==> src/ptp_ctl_pkg.sv <==
// constants for the ptp system time control block
// assumes one 20 MHz clock and a plain register port
package ptp_ctl_pkg;
    localparam logic [3:0]  OFS_CTRL      = 4'h0;
    localparam logic [3:0]  OFS_ADDEND    = 4'h1;
    localparam logic [3:0]  OFS_SEC_UPD   = 4'h2;
    localparam logic [3:0]  OFS_NS_UPD    = 4'h3;
    localparam logic [3:0]  OFS_TGT_SEC   = 4'h4;
    localparam logic [3:0]  OFS_TGT_NS    = 4'h5;
    localparam logic [3:0]  OFS_SEC       = 4'h6;
    localparam logic [3:0]  OFS_NS        = 4'h7;
    localparam logic [3:0]  OFS_INC       = 4'h8;
    localparam logic [3:0]  OFS_STATUS    = 4'h9;
    localparam int BIT_TS_ON      = 0;
    localparam int BIT_FINE       = 1;
    localparam int BIT_INIT       = 2;
    localparam int BIT_UPDATE     = 3;
    localparam int BIT_TGT_ARM    = 4;
    localparam int BIT_ADDEND     = 5;
    localparam int BIT_ALL_FRAMES = 8;
    localparam int BIT_DIGITAL    = 9;
    localparam int BIT_EVENT_ONLY = 14;
    localparam int BIT_MASTER     = 15;
    localparam int BIT_CLK_LO     = 16;
    localparam int BIT_SUB        = 31;
    localparam logic [31:0] CTRL_RESET    = 32'h0000_0000;
    localparam logic [31:0] CTRL_WMASK    = 32'h0003_C33F;
    localparam logic [30:0] DIGITAL_MAX   = 31'h3B9A_C9FF;
    localparam logic [30:0] BINARY_MAX    = 31'h7FFF_FFFF;
    localparam logic [3:0] MSG_SYNC       = 4'h0;
    localparam logic [3:0] MSG_DELAY_REQ  = 4'h1;
    localparam logic [3:0] MSG_PDLY_REQ   = 4'h2;
    localparam logic [3:0] MSG_PDLY_RESP  = 4'h3;
    localparam logic [3:0] MSG_FOLLOW_UP  = 4'h8;
    localparam logic [3:0] MSG_DELAY_RESP = 4'h9;
    typedef enum logic [1:0] {
        CLK_ORDINARY, CLK_BOUNDARY, CLK_E2E, CLK_P2P
    } clock_type_t;
endpackage : ptp_ctl_pkg

==> src/ptp_msg_filter.sv <==
// snapshot selection from message type and control settings
// assumes the parser supplies a valid frame and its message type
module ptp_msg_filter (
    // settings
    input  wire logic [1:0] clock_type_select,
    input  wire logic       event_only_snapshot,
    input  wire logic       master_message_select,
    // frame
    input  wire logic [3:0] msg_type,
    output logic            take
);
    always_comb begin
        take = 1'b0;
        unique case (ptp_ctl_pkg::clock_type_t'(clock_type_select))
            ptp_ctl_pkg::CLK_ORDINARY, ptp_ctl_pkg::CLK_BOUNDARY: begin
                if (!event_only_snapshot)
                    take = msg_type == ptp_ctl_pkg::MSG_SYNC ||
                           msg_type == ptp_ctl_pkg::MSG_FOLLOW_UP ||
                           msg_type == ptp_ctl_pkg::MSG_DELAY_REQ ||
                           msg_type == ptp_ctl_pkg::MSG_DELAY_RESP;
                else if (master_message_select)
                    take = msg_type == ptp_ctl_pkg::MSG_DELAY_REQ;
                else
                    take = msg_type == ptp_ctl_pkg::MSG_SYNC;
            end
            ptp_ctl_pkg::CLK_E2E: begin
                take = msg_type == ptp_ctl_pkg::MSG_SYNC ||
                       msg_type == ptp_ctl_pkg::MSG_FOLLOW_UP ||
                       (!event_only_snapshot &&
                        (msg_type == ptp_ctl_pkg::MSG_DELAY_REQ ||
                         msg_type == ptp_ctl_pkg::MSG_DELAY_RESP));
            end
            ptp_ctl_pkg::CLK_P2P: begin
                take = msg_type == ptp_ctl_pkg::MSG_SYNC ||
                       msg_type == ptp_ctl_pkg::MSG_PDLY_REQ ||
                       msg_type == ptp_ctl_pkg::MSG_PDLY_RESP ||
                       (!event_only_snapshot &&
                        (msg_type == ptp_ctl_pkg::MSG_FOLLOW_UP ||
                         msg_type == ptp_ctl_pkg::MSG_DELAY_REQ ||
                         msg_type == ptp_ctl_pkg::MSG_DELAY_RESP));
            end
        endcase
    end
endmodule // ptp_msg_filter

==> src/ptp_addend_acc.sv <==
// fine correction accumulator: carry out marks an increment tick
// assumes addend is already loaded by the control logic
module ptp_addend_acc #(
    parameter int WIDTH = 32
) (
    // clock and reset
    input  wire logic             core_clk,
    input  wire logic             rst_b,
    // control
    input  wire logic             run,
    input  wire logic [WIDTH-1:0] addend,
    output logic                  carry
);
    typedef struct packed {
        logic [WIDTH-1:0] acc;
        logic             carry;
    } acc_state_t;
    acc_state_t s_r;
    acc_state_t s_nxt;
    always_comb begin
        s_nxt = s_r;
        s_nxt.carry = 1'b0;
        if (run)
            {s_nxt.carry, s_nxt.acc} = {1'b0, s_r.acc} + {1'b0, addend};
    end
    always_ff @(posedge core_clk or negedge rst_b) begin
        if (!rst_b)
            s_r <= '0;
        else
            s_r <= s_nxt;
    end
    assign carry = s_r.carry;
endmodule // ptp_addend_acc

==> src/ptp_system_time_control.sv <==
// ptp system time counter, control register and snapshot selection
// assumes synchronous inputs on core_clk and a one-cycle read port
module ptp_system_time_control #(
    parameter int ADDEND_W = 32
) (
    // clock and reset
    input  wire logic        core_clk,
    input  wire logic        rst_b,
    // register port
    input  wire logic [3:0]  reg_addr,
    input  wire logic [31:0] reg_wdata,
    input  wire logic        reg_wr,
    input  wire logic        reg_rd,
    output logic      [31:0] reg_rdata,
    // receive frame events
    input  wire logic        rx_frame_end,
    input  wire logic        rx_is_ptp,
    input  wire logic [3:0]  rx_msg_type,
    // transmit frame events
    input  wire logic        tx_frame_end,
    input  wire logic        tx_ts_request,
    // snapshot outputs
    output logic             rx_snap_valid,
    output logic             tx_snap_valid,
    output logic      [31:0] snap_sec,
    output logic      [31:0] snap_ns,
    output logic             rx_ptp_process,
    // event
    output logic             target_time_irq
);
    typedef struct packed {
        logic [31:0] ctrl;
        logic [31:0] addend;
        logic [31:0] addend_used;
        logic [31:0] sec_upd;
        logic [31:0] ns_upd;
        logic [31:0] tgt_sec;
        logic [31:0] tgt_ns;
        logic [31:0] sec;
        logic [30:0] ns;
        logic [7:0]  inc;
        logic [31:0] rdata;
        logic        rx_snap;
        logic        tx_snap;
        logic [31:0] snap_sec;
        logic [31:0] snap_ns;
        logic        rx_proc;
        logic        irq;
        logic        tgt_hit;
    } state_t;

    state_t s_r;
    state_t s_nxt;

    logic       take_msg;
    logic       fine_tick;
    logic       acc_run;
    logic [1:0] clk_sel;

    assign clk_sel = s_r.ctrl[ptp_ctl_pkg::BIT_CLK_LO +: 2];
    assign acc_run = s_r.ctrl[ptp_ctl_pkg::BIT_TS_ON]
                     & s_r.ctrl[ptp_ctl_pkg::BIT_FINE];

    ptp_msg_filter u_filter (
        .clock_type_select     (clk_sel),
        .event_only_snapshot   (s_r.ctrl[ptp_ctl_pkg::BIT_EVENT_ONLY]),
        .master_message_select (s_r.ctrl[ptp_ctl_pkg::BIT_MASTER]),
        .msg_type              (rx_msg_type),
        .take                  (take_msg)
    );

    ptp_addend_acc #(
        .WIDTH (ADDEND_W)
    ) u_acc (
        .core_clk (core_clk),
        .rst_b    (rst_b),
        .run      (acc_run),
        .addend   (s_r.addend_used[ADDEND_W-1:0]),
        .carry    (fine_tick)
    );

    // wrap-aware ns add, ns below max assumed
    function automatic logic [31:0] ns_wrap_add(
        input logic [30:0] a,
        input logic [30:0] b,
        input logic        dig,
        output logic       wrapped
    );
        logic [31:0] sum;
        logic [31:0] lim;
        sum = {1'b0, a} + {1'b0, b};
        lim = dig ? {1'b0, ptp_ctl_pkg::DIGITAL_MAX}
                  : {1'b0, ptp_ctl_pkg::BINARY_MAX};
        wrapped = sum > lim;
        ns_wrap_add = wrapped ? sum - lim - 32'h0000_0001 : sum;
    endfunction

    always_comb begin
        logic        dig;
        logic        on;
        logic        wrap;
        logic        borrow;
        logic [31:0] nsum;
        logic [31:0] lim;
        logic [31:0] now_ns;
        dig    = s_r.ctrl[ptp_ctl_pkg::BIT_DIGITAL];
        on     = s_r.ctrl[ptp_ctl_pkg::BIT_TS_ON];
        wrap   = 1'b0;
        borrow = 1'b0;
        nsum   = 32'h0000_0000;
        lim    = dig ? {1'b0, ptp_ctl_pkg::DIGITAL_MAX}
                     : {1'b0, ptp_ctl_pkg::BINARY_MAX};
        now_ns = {1'b0, s_r.ns};
        s_nxt = s_r;
        s_nxt.rx_snap = 1'b0;
        s_nxt.tx_snap = 1'b0;
        s_nxt.irq     = 1'b0;
        s_nxt.rdata   = 32'h0000_0000;

        // time counter advances only while enabled
        if (on && (s_r.ctrl[ptp_ctl_pkg::BIT_FINE] ? fine_tick
                                                    : 1'b1)) begin
            nsum = ns_wrap_add(s_r.ns, {23'h00_0000, s_r.inc}, dig, wrap);
            s_nxt.ns = nsum[30:0];
            if (wrap)
                s_nxt.sec = s_r.sec + 32'h0000_0001;
        end

        // init and update act on the seconds and ns words; no seconds high word here
        if (s_r.ctrl[ptp_ctl_pkg::BIT_INIT]) begin
            s_nxt.sec = s_r.sec_upd;
            s_nxt.ns  = s_r.ns_upd[30:0];
            s_nxt.ctrl[ptp_ctl_pkg::BIT_INIT] = 1'b0;
        end else if (s_r.ctrl[ptp_ctl_pkg::BIT_UPDATE]) begin
            if (s_r.ns_upd[ptp_ctl_pkg::BIT_SUB]) begin
                borrow = now_ns < {1'b0, s_r.ns_upd[30:0]};
                nsum = borrow
                    ? now_ns + lim + 32'h0000_0001 - {1'b0, s_r.ns_upd[30:0]}
                    : now_ns - {1'b0, s_r.ns_upd[30:0]};
                s_nxt.ns  = nsum[30:0];
                s_nxt.sec = s_r.sec - s_r.sec_upd
                            - {31'h0000_0000, borrow};
            end else begin
                nsum = ns_wrap_add(s_r.ns, s_r.ns_upd[30:0], dig, wrap);
                s_nxt.ns  = nsum[30:0];
                s_nxt.sec = s_r.sec + s_r.sec_upd
                            + {31'h0000_0000, wrap};
            end
            s_nxt.ctrl[ptp_ctl_pkg::BIT_UPDATE] = 1'b0;
        end

        // load bit copies the addend to the accumulator, then clears
        if (s_r.ctrl[ptp_ctl_pkg::BIT_ADDEND]) begin
            s_nxt.addend_used = s_r.addend;
            s_nxt.ctrl[ptp_ctl_pkg::BIT_ADDEND] = 1'b0;
        end

        // target time compare
        s_nxt.tgt_hit = (s_r.sec > s_r.tgt_sec) ||
                        (s_r.sec == s_r.tgt_sec &&
                         {1'b0, s_r.ns} > s_r.tgt_ns);
        if (s_r.ctrl[ptp_ctl_pkg::BIT_TGT_ARM] && s_r.tgt_hit) begin
            s_nxt.irq = 1'b1;
            s_nxt.ctrl[ptp_ctl_pkg::BIT_TGT_ARM] = 1'b0;
        end

        // snapshots
        s_nxt.rx_proc = on;
        if (on && rx_frame_end &&
            (s_r.ctrl[ptp_ctl_pkg::BIT_ALL_FRAMES] ||
             (rx_is_ptp && take_msg))) begin
            s_nxt.rx_snap  = 1'b1;
            s_nxt.snap_sec = s_r.sec;
            s_nxt.snap_ns  = {1'b0, s_r.ns};
        end else if (on && tx_frame_end && tx_ts_request) begin
            s_nxt.tx_snap  = 1'b1;
            s_nxt.snap_sec = s_r.sec;
            s_nxt.snap_ns  = {1'b0, s_r.ns};
        end

        // register writes; a ctrl write with a self-clearing bit at 0 clears that bit
        if (reg_wr) begin
            unique case (reg_addr)
                ptp_ctl_pkg::OFS_CTRL:
                    s_nxt.ctrl = (reg_wdata & ptp_ctl_pkg::CTRL_WMASK)
                        | (s_nxt.ctrl & 32'h0000_0038 & reg_wdata);
                ptp_ctl_pkg::OFS_ADDEND:  s_nxt.addend  = reg_wdata;
                ptp_ctl_pkg::OFS_SEC_UPD: s_nxt.sec_upd = reg_wdata;
                ptp_ctl_pkg::OFS_NS_UPD:  s_nxt.ns_upd  = reg_wdata;
                ptp_ctl_pkg::OFS_TGT_SEC: s_nxt.tgt_sec = reg_wdata;
                ptp_ctl_pkg::OFS_TGT_NS:  s_nxt.tgt_ns  = reg_wdata;
                ptp_ctl_pkg::OFS_INC:     s_nxt.inc     = reg_wdata[7:0];
                default: ;
            endcase
            // a ctrl write with init or update at 0 drops a busy init or update
            if (reg_addr == ptp_ctl_pkg::OFS_CTRL) begin
                s_nxt.ctrl[ptp_ctl_pkg::BIT_INIT] =
                    reg_wdata[ptp_ctl_pkg::BIT_INIT] |
                    s_nxt.ctrl[ptp_ctl_pkg::BIT_INIT];
                s_nxt.ctrl[ptp_ctl_pkg::BIT_UPDATE] =
                    reg_wdata[ptp_ctl_pkg::BIT_UPDATE] |
                    s_nxt.ctrl[ptp_ctl_pkg::BIT_UPDATE];
            end
        end

        if (reg_rd) begin
            unique case (reg_addr)
                ptp_ctl_pkg::OFS_CTRL:    s_nxt.rdata = s_r.ctrl;
                ptp_ctl_pkg::OFS_ADDEND:  s_nxt.rdata = s_r.addend;
                ptp_ctl_pkg::OFS_SEC_UPD: s_nxt.rdata = s_r.sec_upd;
                ptp_ctl_pkg::OFS_NS_UPD:  s_nxt.rdata = s_r.ns_upd;
                ptp_ctl_pkg::OFS_TGT_SEC: s_nxt.rdata = s_r.tgt_sec;
                ptp_ctl_pkg::OFS_TGT_NS:  s_nxt.rdata = s_r.tgt_ns;
                ptp_ctl_pkg::OFS_SEC:     s_nxt.rdata = s_r.sec;
                ptp_ctl_pkg::OFS_NS:      s_nxt.rdata = {1'b0, s_r.ns};
                ptp_ctl_pkg::OFS_INC:
                    s_nxt.rdata = {24'h00_0000, s_r.inc};
                ptp_ctl_pkg::OFS_STATUS:
                    s_nxt.rdata = {31'h0000_0000, s_r.tgt_hit};
                default: s_nxt.rdata = 32'h0000_0000;
            endcase
        end
    end

    always_ff @(posedge core_clk or negedge rst_b) begin
        if (!rst_b) begin
            s_r      <= '0;
            s_r.ctrl <= ptp_ctl_pkg::CTRL_RESET;
        end else begin
            s_r <= s_nxt;
        end
    end

    assign reg_rdata       = s_r.rdata;
    assign rx_snap_valid   = s_r.rx_snap;
    assign tx_snap_valid   = s_r.tx_snap;
    assign snap_sec        = s_r.snap_sec;
    assign snap_ns         = s_r.snap_ns;
    assign rx_ptp_process  = s_r.rx_proc;
    assign target_time_irq = s_r.irq;
endmodule // ptp_system_time_control

==> config.mk <==
export PLATFORM = sky130hd
export DESIGN_NAME = ptp_system_time_control
export DESIGN_NICKNAME = d
export VERILOG_FILES = /design/src/ptp_ctl_pkg.sv /design/src/ptp_msg_filter.sv /design/src/ptp_addend_acc.sv /design/src/ptp_system_time_control.sv
export SDC_FILE = /design/constraint.sdc
export NUM_CORES = 1
export LEC_CHECK = 0
export ABC_AREA = 1
export BUFFER_PORTS_ARGS = -buffer_cell sky130_fd_sc_hd__buf_2
export CAP_MARGIN = 20
export CELL_PAD_IN_SITES_DETAIL_PLACEMENT = 0
export CELL_PAD_IN_SITES_GLOBAL_PLACEMENT = 1
export CORE_ASPECT_RATIO = 1.2
export CORE_MARGIN = 3
export CORE_UTILIZATION = 25
export CTS_CLUSTER_SIZE = 25
export DETAILED_ROUTE_END_ITERATION = 7
export GPL_TIMING_DRIVEN = 0
export PLACE_DENSITY = 0.46
export REMOVE_ABC_BUFFERS = 1
export SLEW_MARGIN = 10
export SYNTH_ARGS = -nofsm -noshare
export SYNTH_HDL_FRONTEND = slang
export SYNTH_SLANG_ARGS = --single-unit
==> constraint.sdc <==
create_clock -name core_clk -period 9.32 [get_ports core_clk]
set_input_delay 1.398 -clock core_clk [delete_from_list [all_inputs] [get_ports core_clk]]
set_output_delay 1.398 -clock core_clk [all_outputs]
set_load 0.02 [all_outputs]
==> impl_metrics.env <==
export IMPL_clkLatencyLatePin_ps=680
export IMPL_cts_sinks=408
export IMPL_routabilityCongestion=0.887
export IMPL_cp_num_buf_inv=5
export IMPL_critPathMaxStageDelay_ps=580
export IMPL_gr_usage_met3=0.0161
export IMPL_slew_viol_final=0
export IMPL_hp_class="reg -> reg"
export IMPL_synth_yosys_seq_area_share=0.284
export IMPL_max_cap_violations=0
export IMPL_cts_root_buf="clkbuf_16"
export IMPL_initial_core_util=0.253
export IMPL_p_seq_frac=0.202
export IMPL_worst_slack_ps=1090
export IMPL_synth_seq_cells=408
export IMPL_dieHeight_um=422
export IMPL_clk_pin_slew_worst_paths_ps=70
export IMPL_nets=5529
export IMPL_max_freq_mhz=121
export IMPL_intPower_mw=6.54
export IMPL_synth_distinct_cells=68
export IMPL_rsz0062_at_grt="no"
export IMPL_netlist_area_sq_um=36000
export IMPL_gr_usage_all_layers=0.216
export IMPL_grt_max_degree=96
export IMPL_synth_edf_count=0
export IMPL_grt_busiest_layer="met2"
export IMPL_viasPerCell=4.83
export IMPL_cts_resized=0
export IMPL_ant_nets=0
export IMPL_min_from="u_acc.s_r[6]"
export IMPL_num_vias=34200
export IMPL_fin_skew_ps=55.5
export IMPL_ys_warnings_count=0
export IMPL_grt_first_pass_wirelength_mm=239
export IMPL_synth_area_per_cell_sq_um=7.02
export IMPL_dieArea_sq_um=149000
export IMPL_n_fill_cell=15900
export IMPL_hold_end="u_acc.s_r[6]"
export IMPL_post_place_ws_ps=1050
export IMPL_slowest_stage="o21ai_0"
export IMPL_p_comb_frac=0.646
export IMPL_cts_hold_buf=0
export IMPL_cts_tree="built"
export IMPL_clock_power_share=0.153
export IMPL_synth_cells=5123
export IMPL_ys_async_sr_fraction=1.00
export IMPL_worstReg2RegStart="s_r[118]"
export IMPL_post_route_period_util=0.883
export IMPL_tightest_slew_ps=1070
export IMPL_drt_wl_total_mm=164
export IMPL_status="complete, no violations"
export IMPL_dpl_hpwl_mm=134
export IMPL_r2r_end="s_r[166]"
export IMPL_synth_ff_type="dfrtp_1"
export IMPL_use_met2=0.386
export IMPL_critPathLaunchType="register"
export IMPL_ir_drop_v=0.000145
export IMPL_crit_fanout=24
export IMPL_drive_gt1_frac=0.0858
export IMPL_cts_buffers=54
export IMPL_coreArea_sq_um=142000
export IMPL_numPortBuffers=146
export IMPL_final_core_util=0.284
export IMPL_p_leak_nw=19.6
export IMPL_fin_crit_ps=8230
export IMPL_endpoint_kind="register"
export IMPL_cts_max_level=2
export IMPL_grtUsageMet1=0.275
export IMPL_p_sw_mw=7.91
export IMPL_grt_pass1_vias=35000
export IMPL_wire_per_inst_um=23.2
export IMPL_io_pins=148
export IMPL_r2r_cells=33
export IMPL_switching_share=0.547
export IMPL_antenna_found_initial=8
export IMPL_r2r_slack_ps=1090
export IMPL_crit_top_cell="nand3_1"
export IMPL_syn_to_final_growth_pct=12.1
export IMPL_drt_iter0_drc=2130
export IMPL_grt_overflow_total=0
export IMPL_cellPowerDensity_nw_per_um2=358
export IMPL_relSlewSlack=0.286
export IMPL_dieWidth_um=352
export IMPL_path_delay_family="compound AO/OA/AOI/OAI gates"
export IMPL_clockBufferDepth=3
export IMPL_min_path_cells=2
export IMPL_cp_required_ps=9920
export IMPL_num_rows=151
export IMPL_postCtsSetupBuffers=0
export IMPL_first_pass_iters=6
export IMPL_hold_viol_final=0
export IMPL_setup_viol=0
export IMPL_path_class="reg -> reg"
export IMPL_cp_arrival_ps=8830
export IMPL_drc=0
## worst register-to-register path: cells and delay by family (launching register included)
| family | cells | cell delay, ps |
|---|---|---|
| AO/OA/AOI/OAI | 11 | 3300 |
| XOR/XNOR | 1 | 360 |
| adder cells (fa/ha/maj) | 4 | 1760 |
| buffers and inverters | 5 | 580 |
| flip-flops | 1 | 570 |
| AND/OR/NAND/NOR | 12 | 1580 |
## sequential cells by signal, summed over array words and instances (netlist names), 2 cells and up
| name | cells |
|---|---|
| s_r | 273 |
| reg_rdata | 32 |
| snap_sec | 32 |
| u_acc.s_r | 32 |
| snap_ns | 31 |
| clk_sel | 2 |
## worst max-delay path by stage
stage             start     endpoint  depth (start not counted)
6_report       s_r[118]     s_r[166]                         33
5_1_grt        s_r[118]     s_r[166]                         34
4_1_cts        s_r[120]     s_r[166]                         33
3_5_place_dp   s_r[120]     s_r[166]                         33
3_3_place_gp      rst_b  snap_ns[27]                          1
2_1_floorplan  s_r[120]     s_r[166]                         35
## per-layer routing
layer,part of all wire,vias up
met5,0,-
met4,0.034,0
met3,0.032,197
met2,0.49,720
met1,0.44,16400
li1,-,16900
## cell usage in the layout, fill, tap and decap left out, types with 14 or more instances in the layout
cell type     n
fa_1         28
xor2_1      103
o21ai_1      34
a221oi_1     34
ha_1        345
nand4_1      50
clkinv_2     14
nand2_2      17
o21ai_0     429
or2_2        18
clkbuf_16    54
o221ai_1     22
a21oi_1     443
nand2_1    1121
o211ai_1     32
o21bai_1     23
nand3_1     261
inv_1       697
xnor2_1      34
a31oi_1      28
mux2_2       32
nor2_2       20
o22ai_1      58
buf_2       145
dfrtp_1     403
nor3_1       46
inv_2        29
nor2_1      387
## synthesized netlist by cell type (all sizes together), types with 10 or more instances
library cell | number | area, sq um
mux2 | 32 | 360
a221oi | 34 | 298
o21ai | 464 | 2330
ha | 345 | 4320
inv | 727 | 2730
nor3 | 55 | 327
xor2 | 103 | 902
clkbuf | 118 | 444
o211ai | 32 | 240
o21a | 13 | 97.6
nand3 | 267 | 1370
fa | 28 | 561
buf | 128 | 948
nor2 | 415 | 1630
nor4 | 13 | 81.3
nand4 | 51 | 325
nand3b | 13 | 110
a31oi | 28 | 175
or2 | 18 | 113
o2111ai | 10 | 87.6
o21bai | 23 | 173
o22ai | 58 | 363
nand2 | 1147 | 4370
a21oi | 451 | 2290
dfrtp | 408 | 10200
xnor2 | 34 | 298
o221ai | 22 | 193
a21o | 13 | 97.6
a21boi | 11 | 82.6
## per-stage QoR
stage | setup TNS [ps] | instances | power, mW | cell area, sq um | hold WS [ps]
floorplan | 0 | 4877 | 8.98 | 34600 | 445
CTS | 0 | 7066 | 14.6 | 40300 | 487
global route | 0 | 7067 | 15.9 | 40300 | 508
finish | 0 | 7072 | 14.5 | 40400 | 481
global placement | -1087770 | 6935 | 12.3 | 37700 | 466
detailed placement | 0 | 6964 | 12.3 | 38500 | 470
## power by group through the flow
| stage | Combinational, mW | Sequential [mW] | Clock (mW) |
|---|---|---|---|
| 2_1_floorplan | 6.10 | 2.88 | 0 |
| 3_3_place_gp | 9.35 | 2.95 | 0 |
| 3_5_place_dp | 9.38 | 2.94 | 0 |
| 4_1_cts | 9.44 | 2.91 | 2.29 |
| 5_1_grt | 10.5 | 3.00 | 2.35 |
| 6_report | 9.33 | 2.91 | 2.20 |
## layout make-up
type,instances,area [sq um],share of cell area
Inverter,732,2750,0.0682
Tap cell,1912,2390,0.0593
Clock buffer,74,1560,0.0386
Clock inverter,28,304,0.00753
Timing Repair Buffer,175,1390,0.0344
Antenna cell,6,15.0,0.000372
Multi-Input combinational cell,3737,21700,0.538
Sequential cell,408,10200,0.253
## kinds of logic after synthesis
logic type | count (synthesis) | share of synthesized area
AND/OR/NAND/NOR | 1992 | 0.233
adder cells (fa/ha/maj) | 373 | 0.136
other | 1 | 0.000104
buffers and inverters | 978 | 0.115
AO/OA/AOI/OAI | 1201 | 0.189
multiplexers | 33 | 0.0103
XOR/XNOR | 137 | 0.0333
flip-flops | 408 | 0.284
Note: power is estimated with default switching activity, not from simulation.
